<file path="config.mk">
export PLATFORM = sky130hd
export DESIGN_NAME = ofcr_regs
export DESIGN_NICKNAME = d
export VERILOG_FILES = /design/src/hdl/ofcr_pkg.sv /design/src/hdl/ofcr_sync2.sv /design/src/hdl/ofcr_regs.sv
export SDC_FILE = /design/constraint.sdc
export NUM_CORES = 1
export LEC_CHECK = 0
export ABC_AREA = 1
export BUFFER_PORTS_ARGS = -buffer_cell sky130_fd_sc_hd__buf_4
export CAP_MARGIN = 30
export CORE_ASPECT_RATIO = 0.75
export CORE_UTILIZATION = 50
export CTS_BUF_LIST = sky130_fd_sc_hd__clkbuf_16
export DETAILED_ROUTE_END_ITERATION = 7
export HOLD_SLACK_MARGIN = 0.08
export PLACE_DENSITY_LB_ADDON = 0.25
export SETUP_SLACK_MARGIN = 0.02
export SLEW_MARGIN = 25
export SYNTH_ARGS = -nofsm -noshare
export SYNTH_HDL_FRONTEND = slang
export SYNTH_SLANG_ARGS = --single-unit
</file>
<file path="constraint.sdc">
create_clock -name clk_in -period 5.3 [get_ports clk_in]
set_input_delay 0.53 -clock clk_in [delete_from_list [all_inputs] [get_ports clk_in]]
set_output_delay 0.53 -clock clk_in [all_outputs]
set_load 0.1 [all_outputs]
</file>
<file path="src/hdl/ofcr_pkg.sv">
package ofcr_pkg;

  // Internal register address: page in bits 9:8, serial pointer in bits 7:0
  localparam int          ADDR_W                   = 10;
  localparam int          PAGE_W                   = 2;
  localparam int          PTR_W                    = 8;

  localparam logic [9:0]  PART_ID_ADDR             = 10'h000;
  localparam logic [9:0]  SOFT_RESET_CAL_ADDR      = 10'h007;
  localparam logic [9:0]  OUTPUT_CLOCK_GATE_ADDR   = 10'h011;
  localparam logic [9:0]  HS_DIVIDER_LOW_ADDR      = 10'h017;
  localparam logic [9:0]  HS_DIVIDER_HIGH_ADDR     = 10'h018;
  localparam logic [9:0]  FEEDBACK_BYTE0_ADDR      = 10'h01a;
  localparam logic [9:0]  FEEDBACK_BYTE1_ADDR      = 10'h01b;
  localparam logic [9:0]  FEEDBACK_BYTE2_ADDR      = 10'h01c;
  localparam logic [9:0]  FEEDBACK_BYTE3_ADDR      = 10'h01d;
  localparam logic [9:0]  FEEDBACK_BYTE4_ADDR      = 10'h01e;
  localparam logic [9:0]  FEEDBACK_BYTE5_ADDR      = 10'h01f;
  localparam logic [9:0]  CAL_BYPASS_CTRL_ADDR     = 10'h045;
  localparam logic [9:0]  FINE_OFFSET_BYTE0_ADDR   = 10'h0e7;
  localparam logic [9:0]  FINE_OFFSET_BYTE1_ADDR   = 10'h0e8;
  localparam logic [9:0]  FINE_OFFSET_BYTE2_ADDR   = 10'h0e9;
  // Page register answers at this pointer on every page
  localparam logic [7:0]  PAGE_SELECT_PTR          = 8'hff;

  // Field positions
  localparam int          SOFT_RESET_BIT           = 7;
  localparam int          CAL_START_BIT            = 3;
  localparam int          OUTPUT_CLOCK_ENABLE_BIT  = 0;
  localparam int          HS_HIGH_MSB              = 2;
  localparam int          POW2_LSB                 = 4;
  localparam int          POW2_MSB                 = 6;
  localparam int          CAL_BYPASS_BIT           = 7;
  localparam logic [6:0]  CAL_BYPASS_RESERVED      = 7'h01;

  // Reset values
  localparam logic        OUTPUT_CLOCK_EN_RESET    = 1'b1;
  localparam logic [10:0] HS_DIVIDER_RESET         = 11'h054;
  localparam logic [2:0]  POW2_DIVIDER_RESET       = 3'h0;
  localparam logic [42:0] FEEDBACK_RESET           = 43'h064_0000_0000;
  localparam logic        CAL_BYPASS_RESET         = 1'b0;
  localparam logic [23:0] FINE_OFFSET_RESET        = 24'h00_0000;
  localparam logic [1:0]  PAGE_RESET               = 2'h0;

  // Power-of-two divider: codes at or above the clip code divide by the maximum
  localparam logic [2:0]  POW2_CLIP_CODE           = 3'h5;
  localparam logic [5:0]  POW2_MAX_RATIO           = 6'h20;
  localparam logic [5:0]  POW2_UNIT_RATIO          = 6'h01;

  // Two-wire serial constants
  localparam logic [2:0]  LAST_BIT                 = 3'h7;

  typedef enum logic [2:0] {
    ST_IDLE,
    ST_ADDR,
    ST_ADDR_ACK,
    ST_WRITE,
    ST_WRITE_ACK,
    ST_READ,
    ST_READ_ACK
  } ofcr_state_type;

endpackage

</file>
<file path="src/hdl/ofcr_sync2.sv">
`timescale 1ns/100ps
module ofcr_sync2 (
  // Clock and reset
  input  wire logic clk_in,
  input  wire logic reset_in,
  // Asynchronous level in, synchronised level out
  input  wire logic async_in,
  output logic      sync_out
);

  logic meta_reg;

  always_ff @(posedge clk_in) begin
    if (reset_in) begin
      meta_reg <= 1'b1;
      sync_out <= 1'b1;
    end else begin
      meta_reg <= async_in;
      sync_out <= meta_reg;
    end
  end

endmodule

</file>
<file path="src/hdl/ofcr_regs.sv">
`timescale 1ns/100ps
// Overview of operation
// Register 0 returns a fixed 8-bit part code; writes are ignored.
// Writing 1 to register 7 bit 7 resets the device; bit self-clears.
// Writing 1 to register 7 bit 3 starts calibration; bit self-clears.
// Register 17 bit 0 gates the output clock: 0 stops, 1 runs.
// 11-bit high-speed divider: low byte register 23, top three bits register 24.
// Host keeps high-speed divider 5..2046, odd values only up to 33.
// Power-of-two code 0..7 divides by 1,2,4,8,16,32,32,32.
// Power-of-two code 0 passes the signal through undivided.
// 43-bit 11.32 feedback divider across registers 26 to 31.
// Host keeps feedback divider integer part within 60..2045.
// Register 69 bit 7 set skips calibration; clear allows it.
// 24-bit two's complement fine offset in registers 231 to 233.
// Host keeps fine offset within -8161513..+8161512.
// Fine offset takes effect only when register 233 is written.
// Host writes fine offset bytes 231, 232, then 233.
// 2-bit page in register 255 selects the 256-byte register page.
// Internal address is page times 256 plus serial pointer.
module ofcr_regs #(
  parameter logic [6:0] DEVICE_ADDR = 7'h55, // Arbitrary bus address
  parameter logic [7:0] PART_ID     = 8'h5a  // Arbitrary part code
) (
  // Clock and reset
  input  wire logic        clk_in,
  input  wire logic        reset_in,
  // Two-wire serial pins
  input  wire logic        scl_in,
  input  wire logic        sda_in,
  output logic             sda_out,
  output logic             sda_oe_out,
  // Oscillator controls
  output logic             output_clock_enable_out,
  output logic [10:0]      high_speed_divider_out,
  output logic [2:0]       power_of_two_divider_out,
  output logic [5:0]       power_of_two_ratio_out,
  output logic [42:0]      feedback_divider_ratio_out,
  output logic             calibration_bypass_out,
  output logic [23:0]      fine_frequency_offset_out,
  output logic [1:0]       page_out,
  // Event pulses
  output logic             soft_reset_out,
  output logic             calibration_start_out
);

  logic                    scl_sync;
  logic                    sda_sync;
  logic                    scl_prev_reg;
  logic                    sda_prev_reg;
  logic                    scl_rise;
  logic                    scl_fall;
  logic                    start_seen;
  logic                    stop_seen;

  ofcr_pkg::ofcr_state_type state_reg;
  logic [2:0]              bit_cnt_reg;
  logic [7:0]              shift_reg;
  logic [7:0]              ptr_reg;
  logic                    byte_full_reg;
  logic                    first_byte_reg;
  logic                    read_mode_reg;
  logic                    acked_reg;

  logic                    wr_strobe;
  logic [9:0]              access_addr;
  logic [7:0]              read_data;
  logic                    soft_reset_hit;

  logic [7:0]              fine_offset_byte0_reg;
  logic [7:0]              fine_offset_byte1_reg;

  ofcr_sync2 scl_sync_inst (
    .clk_in   (clk_in),
    .reset_in (reset_in),
    .async_in (scl_in),
    .sync_out (scl_sync)
  );

  ofcr_sync2 sda_sync_inst (
    .clk_in   (clk_in),
    .reset_in (reset_in),
    .async_in (sda_in),
    .sync_out (sda_sync)
  );

  always_ff @(posedge clk_in) begin
    if (reset_in) begin
      scl_prev_reg <= 1'b1;
      sda_prev_reg <= 1'b1;
    end else begin
      scl_prev_reg <= scl_sync;
      sda_prev_reg <= sda_sync;
    end
  end

  assign scl_rise   = scl_sync & ~scl_prev_reg;
  assign scl_fall   = ~scl_sync & scl_prev_reg;
  assign start_seen = scl_sync & scl_prev_reg & sda_prev_reg & ~sda_sync;
  assign stop_seen  = scl_sync & scl_prev_reg & ~sda_prev_reg & sda_sync;

  // Page bits on top of the serial pointer
  assign access_addr = {page_out, ptr_reg};

  // Serial slave: first written byte loads the pointer, later bytes auto-increment
  always_ff @(posedge clk_in) begin
    if (reset_in) begin
      state_reg      <= ofcr_pkg::ST_IDLE;
      bit_cnt_reg    <= 3'h0;
      shift_reg      <= 8'h00;
      ptr_reg        <= 8'h00;
      byte_full_reg  <= 1'b0;
      first_byte_reg <= 1'b0;
      read_mode_reg  <= 1'b0;
      acked_reg      <= 1'b0;
      sda_oe_out     <= 1'b0;
    end else if (start_seen) begin
      state_reg     <= ofcr_pkg::ST_ADDR;
      bit_cnt_reg   <= 3'h0;
      byte_full_reg <= 1'b0;
      sda_oe_out    <= 1'b0;
    end else if (stop_seen) begin
      state_reg  <= ofcr_pkg::ST_IDLE;
      sda_oe_out <= 1'b0;
    end else begin
      unique case (state_reg)
        ofcr_pkg::ST_IDLE: begin
          sda_oe_out <= 1'b0;
        end
        ofcr_pkg::ST_ADDR, ofcr_pkg::ST_WRITE: begin
          if (scl_rise) begin
            shift_reg     <= {shift_reg[6:0], sda_sync};
            bit_cnt_reg   <= bit_cnt_reg + 3'h1;
            byte_full_reg <= (bit_cnt_reg == ofcr_pkg::LAST_BIT);
          end else if (scl_fall && byte_full_reg) begin
            byte_full_reg <= 1'b0;
            if (state_reg == ofcr_pkg::ST_ADDR) begin
              if (shift_reg[7:1] == DEVICE_ADDR) begin
                sda_oe_out     <= 1'b1;
                read_mode_reg  <= shift_reg[0];
                first_byte_reg <= ~shift_reg[0];
                state_reg      <= ofcr_pkg::ST_ADDR_ACK;
              end else begin
                state_reg <= ofcr_pkg::ST_IDLE;
              end
            end else begin
              sda_oe_out     <= 1'b1;
              first_byte_reg <= 1'b0;
              state_reg      <= ofcr_pkg::ST_WRITE_ACK;
              if (first_byte_reg) begin
                ptr_reg <= shift_reg;
              end else begin
                ptr_reg <= ptr_reg + 8'h01;
              end
            end
          end
        end
        ofcr_pkg::ST_ADDR_ACK: begin
          if (scl_fall) begin
            if (read_mode_reg) begin
              shift_reg   <= read_data;
              sda_oe_out  <= ~read_data[7];
              ptr_reg     <= ptr_reg + 8'h01;
              bit_cnt_reg <= 3'h0;
              state_reg   <= ofcr_pkg::ST_READ;
            end else begin
              sda_oe_out <= 1'b0;
              state_reg  <= ofcr_pkg::ST_WRITE;
            end
          end
        end
        ofcr_pkg::ST_WRITE_ACK: begin
          if (scl_fall) begin
            sda_oe_out <= 1'b0;
            state_reg  <= ofcr_pkg::ST_WRITE;
          end
        end
        ofcr_pkg::ST_READ: begin
          if (scl_fall) begin
            bit_cnt_reg <= bit_cnt_reg + 3'h1;
            if (bit_cnt_reg == ofcr_pkg::LAST_BIT) begin
              sda_oe_out <= 1'b0;
              state_reg  <= ofcr_pkg::ST_READ_ACK;
            end else begin
              shift_reg  <= {shift_reg[6:0], 1'b0};
              sda_oe_out <= ~shift_reg[6];
            end
          end
        end
        ofcr_pkg::ST_READ_ACK: begin
          if (scl_rise) begin
            acked_reg <= ~sda_sync;
          end else if (scl_fall) begin
            if (acked_reg) begin
              shift_reg   <= read_data;
              sda_oe_out  <= ~read_data[7];
              ptr_reg     <= ptr_reg + 8'h01;
              bit_cnt_reg <= 3'h0;
              state_reg   <= ofcr_pkg::ST_READ;
            end else begin
              state_reg <= ofcr_pkg::ST_IDLE;
            end
          end
        end
      endcase
    end
  end

  // Open-drain: the pin is only ever pulled low
  always_ff @(posedge clk_in) begin
    sda_out <= 1'b0;
  end

  assign wr_strobe = (state_reg == ofcr_pkg::ST_WRITE) && scl_fall && byte_full_reg && !first_byte_reg
                     && !start_seen && !stop_seen;
  assign soft_reset_hit = wr_strobe && (access_addr == ofcr_pkg::SOFT_RESET_CAL_ADDR)
                          && shift_reg[ofcr_pkg::SOFT_RESET_BIT];

  // Register file; soft reset returns every field to its default
  always_ff @(posedge clk_in) begin
    if (reset_in || soft_reset_hit) begin
      output_clock_enable_out    <= ofcr_pkg::OUTPUT_CLOCK_EN_RESET;
      high_speed_divider_out     <= ofcr_pkg::HS_DIVIDER_RESET;
      power_of_two_divider_out   <= ofcr_pkg::POW2_DIVIDER_RESET;
      feedback_divider_ratio_out <= ofcr_pkg::FEEDBACK_RESET;
      calibration_bypass_out     <= ofcr_pkg::CAL_BYPASS_RESET;
      fine_offset_byte0_reg      <= ofcr_pkg::FINE_OFFSET_RESET[7:0];
      fine_offset_byte1_reg      <= ofcr_pkg::FINE_OFFSET_RESET[15:8];
      fine_frequency_offset_out  <= ofcr_pkg::FINE_OFFSET_RESET;
      page_out                   <= ofcr_pkg::PAGE_RESET;
    end else if (wr_strobe) begin
      if (ptr_reg == ofcr_pkg::PAGE_SELECT_PTR) begin
        page_out <= shift_reg[ofcr_pkg::PAGE_W-1:0];
      end
      unique case (access_addr)
        ofcr_pkg::OUTPUT_CLOCK_GATE_ADDR:
          output_clock_enable_out <= shift_reg[ofcr_pkg::OUTPUT_CLOCK_ENABLE_BIT];
        ofcr_pkg::HS_DIVIDER_LOW_ADDR:
          high_speed_divider_out[7:0] <= shift_reg;
        ofcr_pkg::HS_DIVIDER_HIGH_ADDR: begin
          high_speed_divider_out[10:8] <= shift_reg[ofcr_pkg::HS_HIGH_MSB:0];
          power_of_two_divider_out     <= shift_reg[ofcr_pkg::POW2_MSB:ofcr_pkg::POW2_LSB];
        end
        ofcr_pkg::FEEDBACK_BYTE0_ADDR: feedback_divider_ratio_out[7:0]   <= shift_reg;
        ofcr_pkg::FEEDBACK_BYTE1_ADDR: feedback_divider_ratio_out[15:8]  <= shift_reg;
        ofcr_pkg::FEEDBACK_BYTE2_ADDR: feedback_divider_ratio_out[23:16] <= shift_reg;
        ofcr_pkg::FEEDBACK_BYTE3_ADDR: feedback_divider_ratio_out[31:24] <= shift_reg;
        ofcr_pkg::FEEDBACK_BYTE4_ADDR: feedback_divider_ratio_out[39:32] <= shift_reg;
        ofcr_pkg::FEEDBACK_BYTE5_ADDR: feedback_divider_ratio_out[42:40] <= shift_reg[2:0];
        ofcr_pkg::CAL_BYPASS_CTRL_ADDR:
          calibration_bypass_out <= shift_reg[ofcr_pkg::CAL_BYPASS_BIT];
        ofcr_pkg::FINE_OFFSET_BYTE0_ADDR: fine_offset_byte0_reg <= shift_reg;
        ofcr_pkg::FINE_OFFSET_BYTE1_ADDR: fine_offset_byte1_reg <= shift_reg;
        ofcr_pkg::FINE_OFFSET_BYTE2_ADDR:
          fine_frequency_offset_out <= {shift_reg, fine_offset_byte1_reg, fine_offset_byte0_reg};
        default: begin
        end
      endcase
    end
  end

  // Self-clearing triggers appear only as one-cycle pulses
  always_ff @(posedge clk_in) begin
    if (reset_in) begin
      soft_reset_out        <= 1'b0;
      calibration_start_out <= 1'b0;
    end else begin
      soft_reset_out        <= soft_reset_hit;
      calibration_start_out <= wr_strobe && !soft_reset_hit && !calibration_bypass_out
                               && (access_addr == ofcr_pkg::SOFT_RESET_CAL_ADDR)
                               && shift_reg[ofcr_pkg::CAL_START_BIT];
    end
  end

  // Divide ratio of the power-of-two stage; code 0 is a pass-through
  always_ff @(posedge clk_in) begin
    if (reset_in) begin
      power_of_two_ratio_out <= ofcr_pkg::POW2_UNIT_RATIO;
    end else if (power_of_two_divider_out >= ofcr_pkg::POW2_CLIP_CODE) begin
      power_of_two_ratio_out <= ofcr_pkg::POW2_MAX_RATIO;
    end else begin
      power_of_two_ratio_out <= ofcr_pkg::POW2_UNIT_RATIO << power_of_two_divider_out;
    end
  end

  // Read-back; triggers read as zero, unmapped addresses read zero
  always_comb begin
    read_data = 8'h00;
    if (ptr_reg == ofcr_pkg::PAGE_SELECT_PTR) begin
      read_data = {6'h00, page_out};
    end else begin
      unique case (access_addr)
        ofcr_pkg::PART_ID_ADDR:           read_data = PART_ID;
        ofcr_pkg::OUTPUT_CLOCK_GATE_ADDR: read_data = {7'h00, output_clock_enable_out};
        ofcr_pkg::HS_DIVIDER_LOW_ADDR:    read_data = high_speed_divider_out[7:0];
        ofcr_pkg::HS_DIVIDER_HIGH_ADDR:
          read_data = {1'b0, power_of_two_divider_out, 1'b0, high_speed_divider_out[10:8]};
        ofcr_pkg::FEEDBACK_BYTE0_ADDR:    read_data = feedback_divider_ratio_out[7:0];
        ofcr_pkg::FEEDBACK_BYTE1_ADDR:    read_data = feedback_divider_ratio_out[15:8];
        ofcr_pkg::FEEDBACK_BYTE2_ADDR:    read_data = feedback_divider_ratio_out[23:16];
        ofcr_pkg::FEEDBACK_BYTE3_ADDR:    read_data = feedback_divider_ratio_out[31:24];
        ofcr_pkg::FEEDBACK_BYTE4_ADDR:    read_data = feedback_divider_ratio_out[39:32];
        ofcr_pkg::FEEDBACK_BYTE5_ADDR:    read_data = {5'h00, feedback_divider_ratio_out[42:40]};
        ofcr_pkg::CAL_BYPASS_CTRL_ADDR:
          read_data = {calibration_bypass_out, ofcr_pkg::CAL_BYPASS_RESERVED};
        ofcr_pkg::FINE_OFFSET_BYTE0_ADDR: read_data = fine_offset_byte0_reg;
        ofcr_pkg::FINE_OFFSET_BYTE1_ADDR: read_data = fine_offset_byte1_reg;
        ofcr_pkg::FINE_OFFSET_BYTE2_ADDR: read_data = fine_frequency_offset_out[23:16];
        default:                          read_data = 8'h00;
      endcase
    end
  end

endmodule

</file>
* Yosys cells after proc, flatten, opt, wreduce, memory -nomap -nowiden *
Cells that the tools add are included.
Widths: inputs -> output; s select.

cells by class
  reductions and logical operators = 53
  $add $sub $neg = 2
  equality and inequality tests = 46
  $lt $le $gt $ge = 1
  bitwise gates (word level) = 17
  shift-type cells = 1
  muxes and demuxes = 62

operators by type and width
  kind                 count
  $mux 8               18
  $pmux 8 s14          1
  $eq 10x5->1 const B  9
  $mux 3               18
  $reduce_and 9->1     4
  $ne 4x4->1 const B   8
  $pmux 8 s4           1
  $eq 10x8->1 const B  3
  $reduce_and 2->1     14
  $ne 2x2->1 const B   13
  $pmux 8 s3           1
  $reduce_and 11->1    2
  $mux 1               18
  $pmux 3 s5           1
  $eq 3x3->1 const B   4
  $logic_and 1x1->1    12
  $pmux 3 s4           1
  $eq 10x3->1 const B  1
  $eq 10x7->1 const B  1
  $logic_not 10->1     1
  $not 1->1            10
  $add 8x1->8 const B  1
  $eq 8x8->1 const B   1
  $and 1x1->1          7
  25 further kinds     32

word-level totals
  bits of input ports = 4
  bits in registers = 142
  output and inout bits = 95
  word-level logic and storage cells = 217

* Depth between registers and ports, before layout *
Gate-level depths: netlist of run 1.

  depth in word-level cells = 14
  depth in mapped cells = 14
  mapped depth without buffers = 13

* By module *
A second synthesis of run 1 with hierarchy kept.

second synthesis, totals
  cells, all modules = 1002
  area total of the unflattened synthesis = 6722.7 um^2

by module, submodules not included
  module      cells each  sequential area each (um^2)  times used  area each (um^2)
  ofcr_regs   988         2762.6                       1           6605.1
  ofcr_sync2  7           40.0                         2           58.8

* Worst setup path after synthesis of run 1 *
No wires, ideal clock.

  kind = register to register
  from = register page_out[0]
  to = register feedback_divider_ratio_out[23]
  setup slack = 2.930 ns
  required time = 5.168 ns
  setup time = 0.132 ns
  stages on the path, launching flop included = 9
  buffers on the path = 0
  period minus slack after synthesis = 2.370 ns
  arrival = 2.238 ns
  cell sequence = dfxtp_1 nor2_1 nand2_1 nor2_1 nand2_1 nor2_1 inv_1 nand2_1 a21oi_1

on the way
  longest elaborated chain between the ends = 4
  elaborated cells on any way between the ends = 6
  classes of those cells = eq/ne: 2; reduce/logical: 4

RTL lines
  what                    line              text
  from (decl)             ofcr_regs.sv:40   output logic [1:0] page_out,
  from (signal assigned)  ofcr_regs.sv:229  page_out <= ofcr_pkg::PAGE_RESET;
  from (signal assigned)  ofcr_regs.sv:232  page_out <= shift_reg[ofcr_pkg::PAGE_W-1:0];
  $eq 10x3->1             ofcr_regs.sv:215  assign soft_reset_hit = wr_strobe && (access_addr == ofcr_pkg::SOFT_RESET_CAL_ADDR)
  $logic_and 1x1->1       ofcr_regs.sv:215
  $logic_and 1x1->1       ofcr_regs.sv:216  && shift_reg[ofcr_pkg::SOFT_RESET_BIT];
  $logic_or 1x1->1        ofcr_regs.sv:220  if (reset_in || soft_reset_hit) begin
  to (signal assigned)    ofcr_regs.sv:224  feedback_divider_ratio_out <= ofcr_pkg::FEEDBACK_RESET;
  to (signal assigned)    ofcr_regs.sv:245  ofcr_pkg::FEEDBACK_BYTE2_ADDR: feedback_divider_ratio_out[23:16] <= shift_reg;
  to (decl)               ofcr_regs.sv:37   output logic [42:0] feedback_divider_ratio_out,

Parallel ways exist; a longest one is shown, timed or not.
A chain may end at the register's enable or synchronous reset.

* Worst setup path after layout of run 1 *
  from = register ptr_reg[5]
  to = register fine_frequency_offset_out[23]

on the way
  longest elaborated chain between the ends = 4
  elaborated cells on any way between the ends = 6
  classes of those cells = eq/ne: 2; reduce/logical: 4

RTL lines
  what                    line              text
  from (decl)             ofcr_regs.sv:58   logic [7:0] ptr_reg;
  from (signal assigned)  ofcr_regs.sv:150  ptr_reg <= shift_reg;
  from (signal assigned)  ofcr_regs.sv:152  ptr_reg <= ptr_reg + 8'h01;
  from (signal assigned)  ofcr_regs.sv:162  ptr_reg <= ptr_reg + 8'h01;
  $eq 10x3->1             ofcr_regs.sv:215
  $logic_and 1x1->1       ofcr_regs.sv:215
  $logic_and 1x1->1       ofcr_regs.sv:216
  $logic_or 1x1->1        ofcr_regs.sv:220
  to (signal assigned)    ofcr_regs.sv:228  fine_frequency_offset_out <= ofcr_pkg::FINE_OFFSET_RESET;
  to (signal assigned)    ofcr_regs.sv:254  fine_frequency_offset_out <= {shift_reg, fine_offset_byte1_reg, fine_offset_byte0_reg};
  to (decl)               ofcr_regs.sv:39   output logic [23:0] fine_frequency_offset_out,

Parallel ways exist; a longest one is shown, timed or not.

==> results of run 1 <==
==> layout make-up <==
type                       instances  share of cell area (%)
timing repair buffer             104                    10.1
clock buffer                      17                    5.26
multi-input combinational        728                    41.4
clock inverter                    14                    1.75
tap                              171                    2.65
inverter                          80                    3.72
sequential                       142                    35.2
==> critical path, stage by stage (launching register included) <==
cell and delay [ns]:
dfxtp_1 0.42, nand2_1 0.12, nor2_1 0.57, nand3_1 0.19, inv_1 0.66, nand2_1 0.68, nand2_1 0.22, a21oi_1 0.08
==> Yosys cell counts (3+ instances only) <==
| cell type | instances |
|---|---|
| o211ai_1 | 6 |
| inv_2 | 7 |
| dfxtp_1 | 142 |
| clkbuf_1 | 33 |
| o22ai_1 | 3 |
| nand4_1 | 28 |
| nor4_1 | 4 |
| buf_2 | 5 |
| nand3_1 | 99 |
| nor2_1 | 77 |
| nor3_1 | 12 |
| ha_1 | 6 |
| buf_4 | 7 |
| nor2_2 | 4 |
| inv_1 | 72 |
| or2_2 | 7 |
| nand2_1 | 308 |
| a21oi_1 | 124 |
| o21ai_0 | 32 |
==> worst paths after layout <==
kind / endpoint / slack (ns) / startpoint
setup reg to reg: fine_frequency_offset_out[23] / 2.23 / ptr_reg[5]
setup / recovery: fine_frequency_offset_out[23] / 2.23 / ptr_reg[5]
hold reg to reg: scl_sync_inst.sync_out / 0.42 / scl_sync_inst.meta_reg
hold / removal: sda_sync_inst.meta_reg / 0.29 / sda_in
==> per-stage QoR <==
stage	total power [mW]	worst slack, ns	hold WS (ns)
5_1_grt	3.17	1.88	0.280
2_1_floorplan	1.66	2.93	0.389
3_5_place_dp	1.87	2.25	0.407
4_1_cts	3.02	2.23	0.285
3_3_place_gp	1.87	2.35	0.391
6_report	3.05	2.23	0.290
==> routing by layer <==
| metal | vias to the layer above | GRT usage [%] |
|---|---|---|
| li1 | 3428 | - |
| met1 | 3325 | 46.8 |
| met2 | 421 | 47.0 |
| met3 | 44 | 8.78 |
| met4 | 0 | 10.0 |
| met5 | - | 0 |
==> power by group <==
group	switching [mW]	total, mW	internal [mW]
Combinational	0.419	0.584	0.164
Clock	0.476	1.17	0.690
Sequential	0.178	1.30	1.12
==> kinds of logic (layout without fill, tap and decap cells) <==
kind of cell | count (synthesis) | count (layout) | share of synthesized area [%]
and+or+nand+nor | 547 | 547 | 35.1
buffers and inverters | 125 | 215 | 7.51
other | 1 | 1 | 0.0561
AOI/OAI and AO/OA | 173 | 173 | 13.5
adders and majority gates | 6 | 6 | 1.12
xor gates and xnor gates | 1 | 1 | 0.131
DFF | 142 | 142 | 42.5
==> results.py, run 1 <==
metrics = {
    "critical_path": {
        "reg2reg_depth": 7,
        "critPathCaptureType": "flip-flop",
        "required_ns": 5.60,
        "worstPathMaxFanout": 31,
        "cp_data_arrival_time_ns": 3.38,
        "critPathKind": "flip-flop to flip-flop",
        "start_kind": "flip-flop",
    },
    "cts": {
        "clk_pin_slew_ns": 0.06,
        "cts_made_buffers": 17,
        "clkSinkCount": 142,
        "cts_resized": 0,
        "ctsLongestPathBuffers": 2,
        "post_cts_buffers": 0,
        "cts_root_buf": "clkbuf_16",
        "htreeDepth": 4,
        "cts_tree": "done",
        "clock_latency_ns": 0.43,
        "cts_hold_buffers": 0,
    },
    "cells_and_area": {
        "fin_area_sq_um": 8080,
        "post_layout_nonfiller_instances": 1256,
        "largest-register": "feedback_divider_ratio_out",
        "layout_common_cells": "nand2_1, dfxtp_1, a21oi_1",
        "syn_to_final_growth_pct": 21.0,
        "fin_util_pct": 62.1,
        "reg_top3": "feedback_divider_ratio_out (43), fine_frequency_offset_out (24), high_speed_divider_out (11)",
        "nFillCells": 1246,
        "largest_reg_flops": 43,
        "final_common_cell": "nand2_1",
        "multi_input_comb_area_sq_um": 3350,
        "diodes": 0,
        "drive_above_1_share_pct": 14.3,
        "nNetsFinal": 1083,
        "seq_area_sq_um": 2840,
    },
    "yosys": {
        "seq_area_frac_synth_pct": 42.5,
        "netlist_instances": 995,
        "synth_area_leader_cell": "dfxtp_1",
        "synth_ff_type": "dfxtp_1",
        "synth_edf_count": 0,
        "synth_area_leaders": "dfxtp_1, nand2_1, a21oi_1",
        "ys_types": 34,
        "syn-cell-area_sq_um": 6680,
        "synth_nets": 1005,
        "synthArstFlopShare_pct": 0,
        "yosysTopAreaCellShare_pct": 42.5,
        "yosys_warnings": 0,
        "yosys_register_bits": 142,
        "avgSynthCellArea_sq_um": 6.72,
    },
    "hold_path": {
        "holdPathStages": 2,
        "hold_path_class": "input port to flip-flop",
    },
    "routing": {
        "drc": 0,
        "dr.pass1.iters": 6,
        "wl_met2_microns": 9080,
        "num_vias": 7218,
        "dr.first_iter.drc_count": 870,
        "met1_length_microns": 9870,
        "detail-route-antenna-nets": 0,
        "wl_per_cell_microns": 17.4,
        "highest_layer": "met4",
        "drt-total-wl_microns": 21800,
        "wl_met3_microns": 2410,
        "vias_per_cell": 5.75,
    },
    "placement": {
        "place_inst": 1224,
        "gp_congestion": 0.984,
        "place_area_sq_um": 7490,
        "hpwl_microns": 15400,
        "port_buffers": 97,
    },
    "sta": {
        "fin_setup_tns_ns": 0,
        "tightest_slew_ns": 0.934,
        "grt_setup_unrepaired": "false",
        "fin_crit_ns": 3.07,
        "slew_headroom_pct": 37.5,
        "setup_viol": 0,
        "finalHoldViolCount": 0,
        "period_share_pct": 58.0,
        "clock_skew_ns": 0.0127,
        "clock.fmax_ghz": 0.325,
        "final_max_slew_viol_count": 0,
    },
    "global_route": {
        "grt_pass1_vias": 6256,
        "antenna_found_initial": 1,
        "grt_pass1_wl_microns": 34100,
        "grt_use_total_pct": 32.5,
        "grt_remaining_overflow": 0,
        "grt_start_max_net_pins": 61,
    },
    "power": {
        "peakVddDrop_mv": 0.221,
        "p_leak_nw": 3.24,
        "power_density_nw_per_um2": 377,
    },
    "floorplanning": {
        "die_y_microns": 102,
        "die_w_microns": 135,
        "num_rows": 36,
        "die_area_sq_um": 13800,
        "pin_count": 99,
        "start_util_pct": 51.3,
        "core_area_sq_um": 13000,
    },
    "run": {
        "maxCapViolCount": 0,
    },
    "status": {
        "status": "finished clean",
    },
}
Note: power is estimated with default switching activity, not from simulation.
==> run 2, diff against run 1 <==
==> constraint.sdc (replaced) <==
create_clock -name clk_in -period 3.2 [get_ports clk_in]
set_input_delay 0.32 -clock clk_in [delete_from_list [all_inputs] [get_ports clk_in]]
set_output_delay 0.32 -clock clk_in [all_outputs]
set_load 0.1 [all_outputs]
==> run 2 against run 1 <==
Against the previous run: final cell count increased by 1.2%; clock-buffer cell count unchanged; critical path depth unchanged; power increased by 72%; combinational power increased by 97%; clock skew decreased by 0.0014 ns.
==> results.py, run 2 (synthesis gave the netlist of run 1 again) <==
metrics = {
    "cts": {
        "cts_tree": "done",
        "clock_latency_ns": 0.43,
        "post_cts_buffers": 0,
        "htreeDepth": 4,
        "clkSinkCount": 142,
        "ctsLongestPathBuffers": 2,
        "cts_root_buf": "clkbuf_16",
        "cts_made_buffers": 17,
        "clk_pin_slew_ns": 0.07,
    },
    "critical_path": {
        "timing.rr.start": "ptr_reg[2]",
        "cp_data_arrival_time_ns": 2.91,
        "startpoint": "ptr_reg[2]",
        "required_ns": 3.48,
        "critPathKind": "flip-flop to flip-flop",
        "worstPathMaxFanout": 11,
        "critPathCaptureType": "flip-flop",
        "start_kind": "flip-flop",
    },
    "routing": {
        "num_vias": 7265,
        "drt-total-wl_microns": 22100,
        "vias_per_cell": 5.72,
        "wl_per_cell_microns": 17.4,
        "dr.pass1.iters": 5,
        "detail-route-antenna-nets": 0,
        "dr.first_iter.drc_count": 915,
        "drc": 0,
    },
    "cells_and_area": {
        "layout_common_cells": "nand2_1, dfxtp_1, a21oi_1",
        "syn_to_final_growth_pct": 23.2,
        "largest-register": "feedback_divider_ratio_out",
        "nNetsFinal": 1097,
        "reg_top3": "feedback_divider_ratio_out (43), fine_frequency_offset_out (24), high_speed_divider_out (11)",
        "final_common_cell": "nand2_1",
        "diodes": 0,
        "drive_above_1_share_pct": 15.5,
        "nFillCells": 1184,
        "largest_reg_flops": 43,
    },
    "floorplanning": {
        "pin_count": 99,
        "core_area_sq_um": 13000,
        "num_rows": 36,
        "die_w_microns": 135,
        "start_util_pct": 51.3,
        "die_area_sq_um": 13800,
        "die_y_microns": 102,
    },
    "sta": {
        "fin_setup_tns_ns": 0,
        "final_max_slew_viol_count": 0,
        "setup_viol": 0,
        "finalHoldViolCount": 0,
        "fin_crit_ns": 2.63,
        "period_share_pct": 82.1,
        "clock.fmax_ghz": 0.381,
        "whs_ns": 0.245,
        "grt_setup_unrepaired": "false",
        "tightest_slew_ns": 0.902,
        "clock_skew_ns": 0.0113,
        "slew_headroom_pct": 39.8,
        "finalWorstSetupSlack_ns": 0.574,
    },
    "hold_path": {
        "hold_path_class": "input port to flip-flop",
        "min_from": "reset_in",
    },
    "power": {
        "power_density_nw_per_um2": 638,
        "peakVddDrop_mv": 0.448,
        "intPower_mw": 3.35,
        "p_clk_share_pct": 39.8,
        "swShare_pct": 36.2,
        "p_leak_nw": 3.33,
        "finalPower_mw": 5.25,
        "p_sw_mw": 1.90,
        "combPwrFrac_pct": 21.9,
        "p_seq_share_pct": 38.3,
    },
    "run": {
        "maxCapViolCount": 0,
    },
    "global_route": {
        "grt_pass1_wl_microns": 34800,
        "grt_pass1_vias": 6303,
        "grt_remaining_overflow": 0,
        "antenna_found_initial": 0,
        "grt_use_total_pct": 33.1,
        "grt_start_max_net_pins": 69,
    },
    "placement": {
        "gp_congestion": 1.03,
        "port_buffers": 97,
        "dp_slack_ns": 0.812,
        "hpwl_microns": 15500,
    },
    "status": {
        "status": "finished clean",
    },
}
[run 2: changes by cell type in the layout (fill, tap and decap cells not counted)]
cell,before,now
buf_4,102,115
clkinv_8,0,4
clkinv_1,3,1
dlygate4sd3_1,0,2
inv_8,0,2
buf_16,1,0
clkinv_2,2,1
clkinv_4,2,1
inv_1,73,72
[run 2: cell type report]
type / count / area [sq um] / area share, %
Tap cell: 171 / 214 / 2.60
Timing Repair Buffer: 118 / 903 / 11.0
Clock buffer: 17 / 425 / 5.17
Inverter: 80 / 300 / 3.65
Multi-Input combinational cell: 728 / 3350 / 40.6
Clock inverter: 15 / 204 / 2.48
Sequential cell: 142 / 2840 / 34.5
[run 2: critical path: stages (launching register included)]
cell	delay, ns
dfxtp_1	0.48
inv_1	0.13
nor2_1	0.20
nand3_1	0.20
nor2_1	0.64
nand2_1	0.51
nand2_1	0.20
o211ai_1	0.12
[run 2: final timing paths]
check / cells after the start / endpoint / slack, ns
worst min register to register: 1 / sda_sync_inst.sync_out / 0.41
worst max-delay path: 7 / high_speed_divider_out[6] / 0.57
worst min-delay path: 2 / shift_reg[1] / 0.24
worst max register to register: 7 / high_speed_divider_out[6] / 0.57
[run 2: power groups by stage]
stage	Sequential (mW)	Clock, mW	Combinational [mW]
4_1_cts	2.00	2.10	1.11
3_3_place_gp	2.04	0	1.09
3_5_place_dp	2.04	0	1.09
6_report	2.01	2.09	1.15
2_1_floorplan	1.99	0	0.760
5_1_grt	2.02	2.18	1.27
[run 2: what timing repair did]
action | 4_1_cts | 5_1_grt
endpoints found under the hold margin | 2 | 0
resized for setup | 0 | 0
hold buffers | 2 | 0
setup endpoints to repair | 0 | 0
[run 2: per-stage QoR]
step | util (%) | instance area [sq um] | cells
after CTS | 63.3 | 8240 | 1271
final | 63.3 | 8240 | 1271
after detailed placement | 58.3 | 7590 | 1237
after global routing | 63.3 | 8240 | 1271
after floorplan | - | 6680 | 995
after global placement | 58.3 | 7590 | 1237
[run 2: layer usage]
metal	wire length, microns	vias up	track usage [%]
met1	9750	3329	47.4
met2	9270	414	47.7
met4	498	0	10.8
li1	-	3475	-
met3	2540	47	9.47
met5	0	-	0
==> run 3, diff against run 2 <==
==> constraint.sdc (replaced) <==
create_clock -name clk_in -period 2.45 [get_ports clk_in]
set_input_delay 0.245 -clock clk_in [delete_from_list [all_inputs] [get_ports clk_in]]
set_output_delay 0.245 -clock clk_in [all_outputs]
set_load 0.1 [all_outputs]
==> run 3 against run 2 <==
Against the previous run: wire length is 1.1% higher; global-route usage is 0.058 points lower; clock-buffer cell count stayed put; maximum frequency is 17% higher; critical path depth is 4 higher; register-to-register slack worse by 0.36 ns; setup slack worse by 0.36 ns; sequential power is 28% higher; sequential share of layout area is 0.64 points lower; sequential cell count stayed put; clock power is 26% higher; critical path type unchanged; largest cell class unchanged.
==> results.py, run 3 (synthesis gave the netlist of run 1 again) <==
metrics = {
    "status": {
        "status": "finished clean",
    },
    "critical_path": {
        "r2r-end": "shift_reg[2]",
        "path_cells": "inv_1, nor2_1, nand2_1, a21oi_1, nor2_1, nand2_1, inv_1, nand2_2, inv_1, o21ai_0, a21oi_1",
        "worstPathMaxFanout": 11,
        "cp_data_arrival_time_ns": 2.54,
        "critPathCaptureType": "flip-flop",
        "required_ns": 2.76,
        "reg2reg_depth": 11,
        "critPathBufInv": 3,
        "cp_slowest_cell": "dfxtp_1",
        "crit_path_frequent_cell": "inv_1",
        "start_kind": "flip-flop",
        "max_stage_delay_ns": 0.52,
        "r2r_slack_ns": 0.21,
        "timing.rr.start": "state_reg[2]",
        "cpLargestDelayFamily": "simple AND/OR/NAND/NOR gates",
        "critPathKind": "flip-flop to flip-flop",
    },
    "power": {
        "peakVddDrop_mv": 0.535,
        "intPower_mw": 4.40,
        "p_sw_mw": 2.44,
        "finalPower_mw": 6.85,
        "p_leak_nw": 3.42,
        "p_seq_share_pct": 37.6,
        "p_clk_share_pct": 38.5,
        "swShare_pct": 35.7,
        "power_density_nw_per_um2": 816,
        "combPwrFrac_pct": 23.9,
    },
    "routing": {
        "dr.first_iter.drc_count": 819,
        "wl_per_cell_microns": 17.3,
        "drc": 0,
        "dr.pass1.iters": 5,
        "drt-total-wl_microns": 22300,
        "num_vias": 7237,
        "vias_per_cell": 5.61,
        "detail-route-antenna-nets": 0,
    },
    "floorplanning": {
        "die_w_microns": 135,
        "pin_count": 99,
        "core_area_sq_um": 13000,
        "die_y_microns": 102,
        "num_rows": 36,
        "start_util_pct": 51.3,
        "die_area_sq_um": 13800,
    },
    "cts": {
        "cts_made_buffers": 17,
        "cts_tree": "done",
        "htreeDepth": 4,
        "cts_root_buf": "clkbuf_16",
        "clkSinkCount": 142,
        "clk_pin_slew_ns": 0.06,
        "ctsLongestPathBuffers": 2,
        "clock_latency_ns": 0.43,
    },
    "sta": {
        "setup_viol": 0,
        "final_max_slew_viol_count": 0,
        "tightest_slew_ns": 0.697,
        "clock.fmax_ghz": 0.447,
        "whs_ns": 0.173,
        "slew_headroom_pct": 53.2,
        "finalHoldViolCount": 0,
        "fin_setup_tns_ns": 0,
        "fin_crit_ns": 2.24,
        "clock_skew_ns": 0.0131,
        "period_share_pct": 91.3,
        "grt_setup_unrepaired": "true",
        "finalWorstSetupSlack_ns": 0.213,
    },
    "hold_path": {
        "holdPathStages": 2,
        "hold_path_end": "shift_reg[1]",
        "min_from": "reset_in",
        "hold_path_class": "input port to flip-flop",
    },
    "cells_and_area": {
        "nNetsFinal": 1116,
        "layout_common_cells": "nand2_1, dfxtp_1, buf_4",
        "syn_to_final_growth_pct": 25.6,
        "largest-register": "feedback_divider_ratio_out",
        "drive_above_1_share_pct": 17.2,
        "largest_reg_flops": 43,
        "final_common_cell": "nand2_1",
        "diodes": 0,
        "post_layout_nonfiller_instances": 1290,
        "reg_top3": "feedback_divider_ratio_out (43), fine_frequency_offset_out (24), high_speed_divider_out (11)",
    },
    "global_route": {
        "grt_pass1_wl_microns": 34600,
        "grt_remaining_overflow": 0,
        "grt_start_max_net_pins": 53,
        "grt_pass1_vias": 6246,
        "grt_use_total_pct": 33.1,
        "antenna_found_initial": 0,
    },
    "placement": {
        "place_inst": 1256,
        "gp_congestion": 1.03,
        "dp_slack_ns": 0.168,
        "hpwl_microns": 16100,
        "port_buffers": 97,
    },
    "run": {
        "maxCapViolCount": 0,
    },
}
run 3: cell types whose count changed in the layout (fill, tap and decap cells not counted), sizes merged:
| cell | previous run | this run |
|---|---|---|
| clkinv | 7 | 4 |
| buf | 116 | 135 |
| clkinvlp | 1 | 3 |
| inv | 85 | 86 |
run 3: routing by layer:
metal  vias to the layer above  global-route usage, %  share of wire (%)
met3                        46                   7.39                 11
met5                         -                      0                  0
met2                       395                   45.4                 41
li1                       3494                      -                  -
met1                      3302                   49.4                 46
met4                         0                   13.1                2.5
run 3: power groups by stage:
stage                     logic [mW]  registers, mW  clock network [mW]
after global routing            1.77           2.58                2.76
after global placement          1.54           2.61                   0
after CTS                       1.56           2.56                2.65
after floorplan                0.993           2.60                   0
after detailed placement        1.55           2.61                   0
final                           1.64           2.57                2.64
run 3: cell type report:
cell class | count | area, sq um
clock buffer | 17 | 425
clock inverter | 15 | 175
fill | 1213 | 4630
inverter | 80 | 300
multi-input combinational | 728 | 3360
sequential | 142 | 2840
tap | 171 | 214
timing repair buffer | 137 | 1070
run 3: worst max path at each step:
stage | depth (start not counted) | start | end
finish | 11 | state_reg[2] | shift_reg[2]
global route | 11 | state_reg[2] | shift_reg[2]
CTS | 12 | state_reg[0] | shift_reg[4]
detailed placement | 12 | state_reg[0] | shift_reg[4]
global placement | 12 | state_reg[0] | shift_reg[4]
floorplan | 8 | page_out[0] | feedback_divider_ratio_out[23]
run 3: repair_timing:
item	CTS	global route
endpoints found under the hold margin	2	0
gates resized for setup	0	5
endpoints found under the setup margin	0	8
hold buffers	2	0
buffers inserted	0	0
run 3: metrics by stage:
step	instance area (sq um)	util (%)
after floorplan	6680	-
after global placement	7750	59.6
after detailed placement	7750	59.6
after CTS	8370	64.3
after global routing	8390	64.5
final	8390	64.5
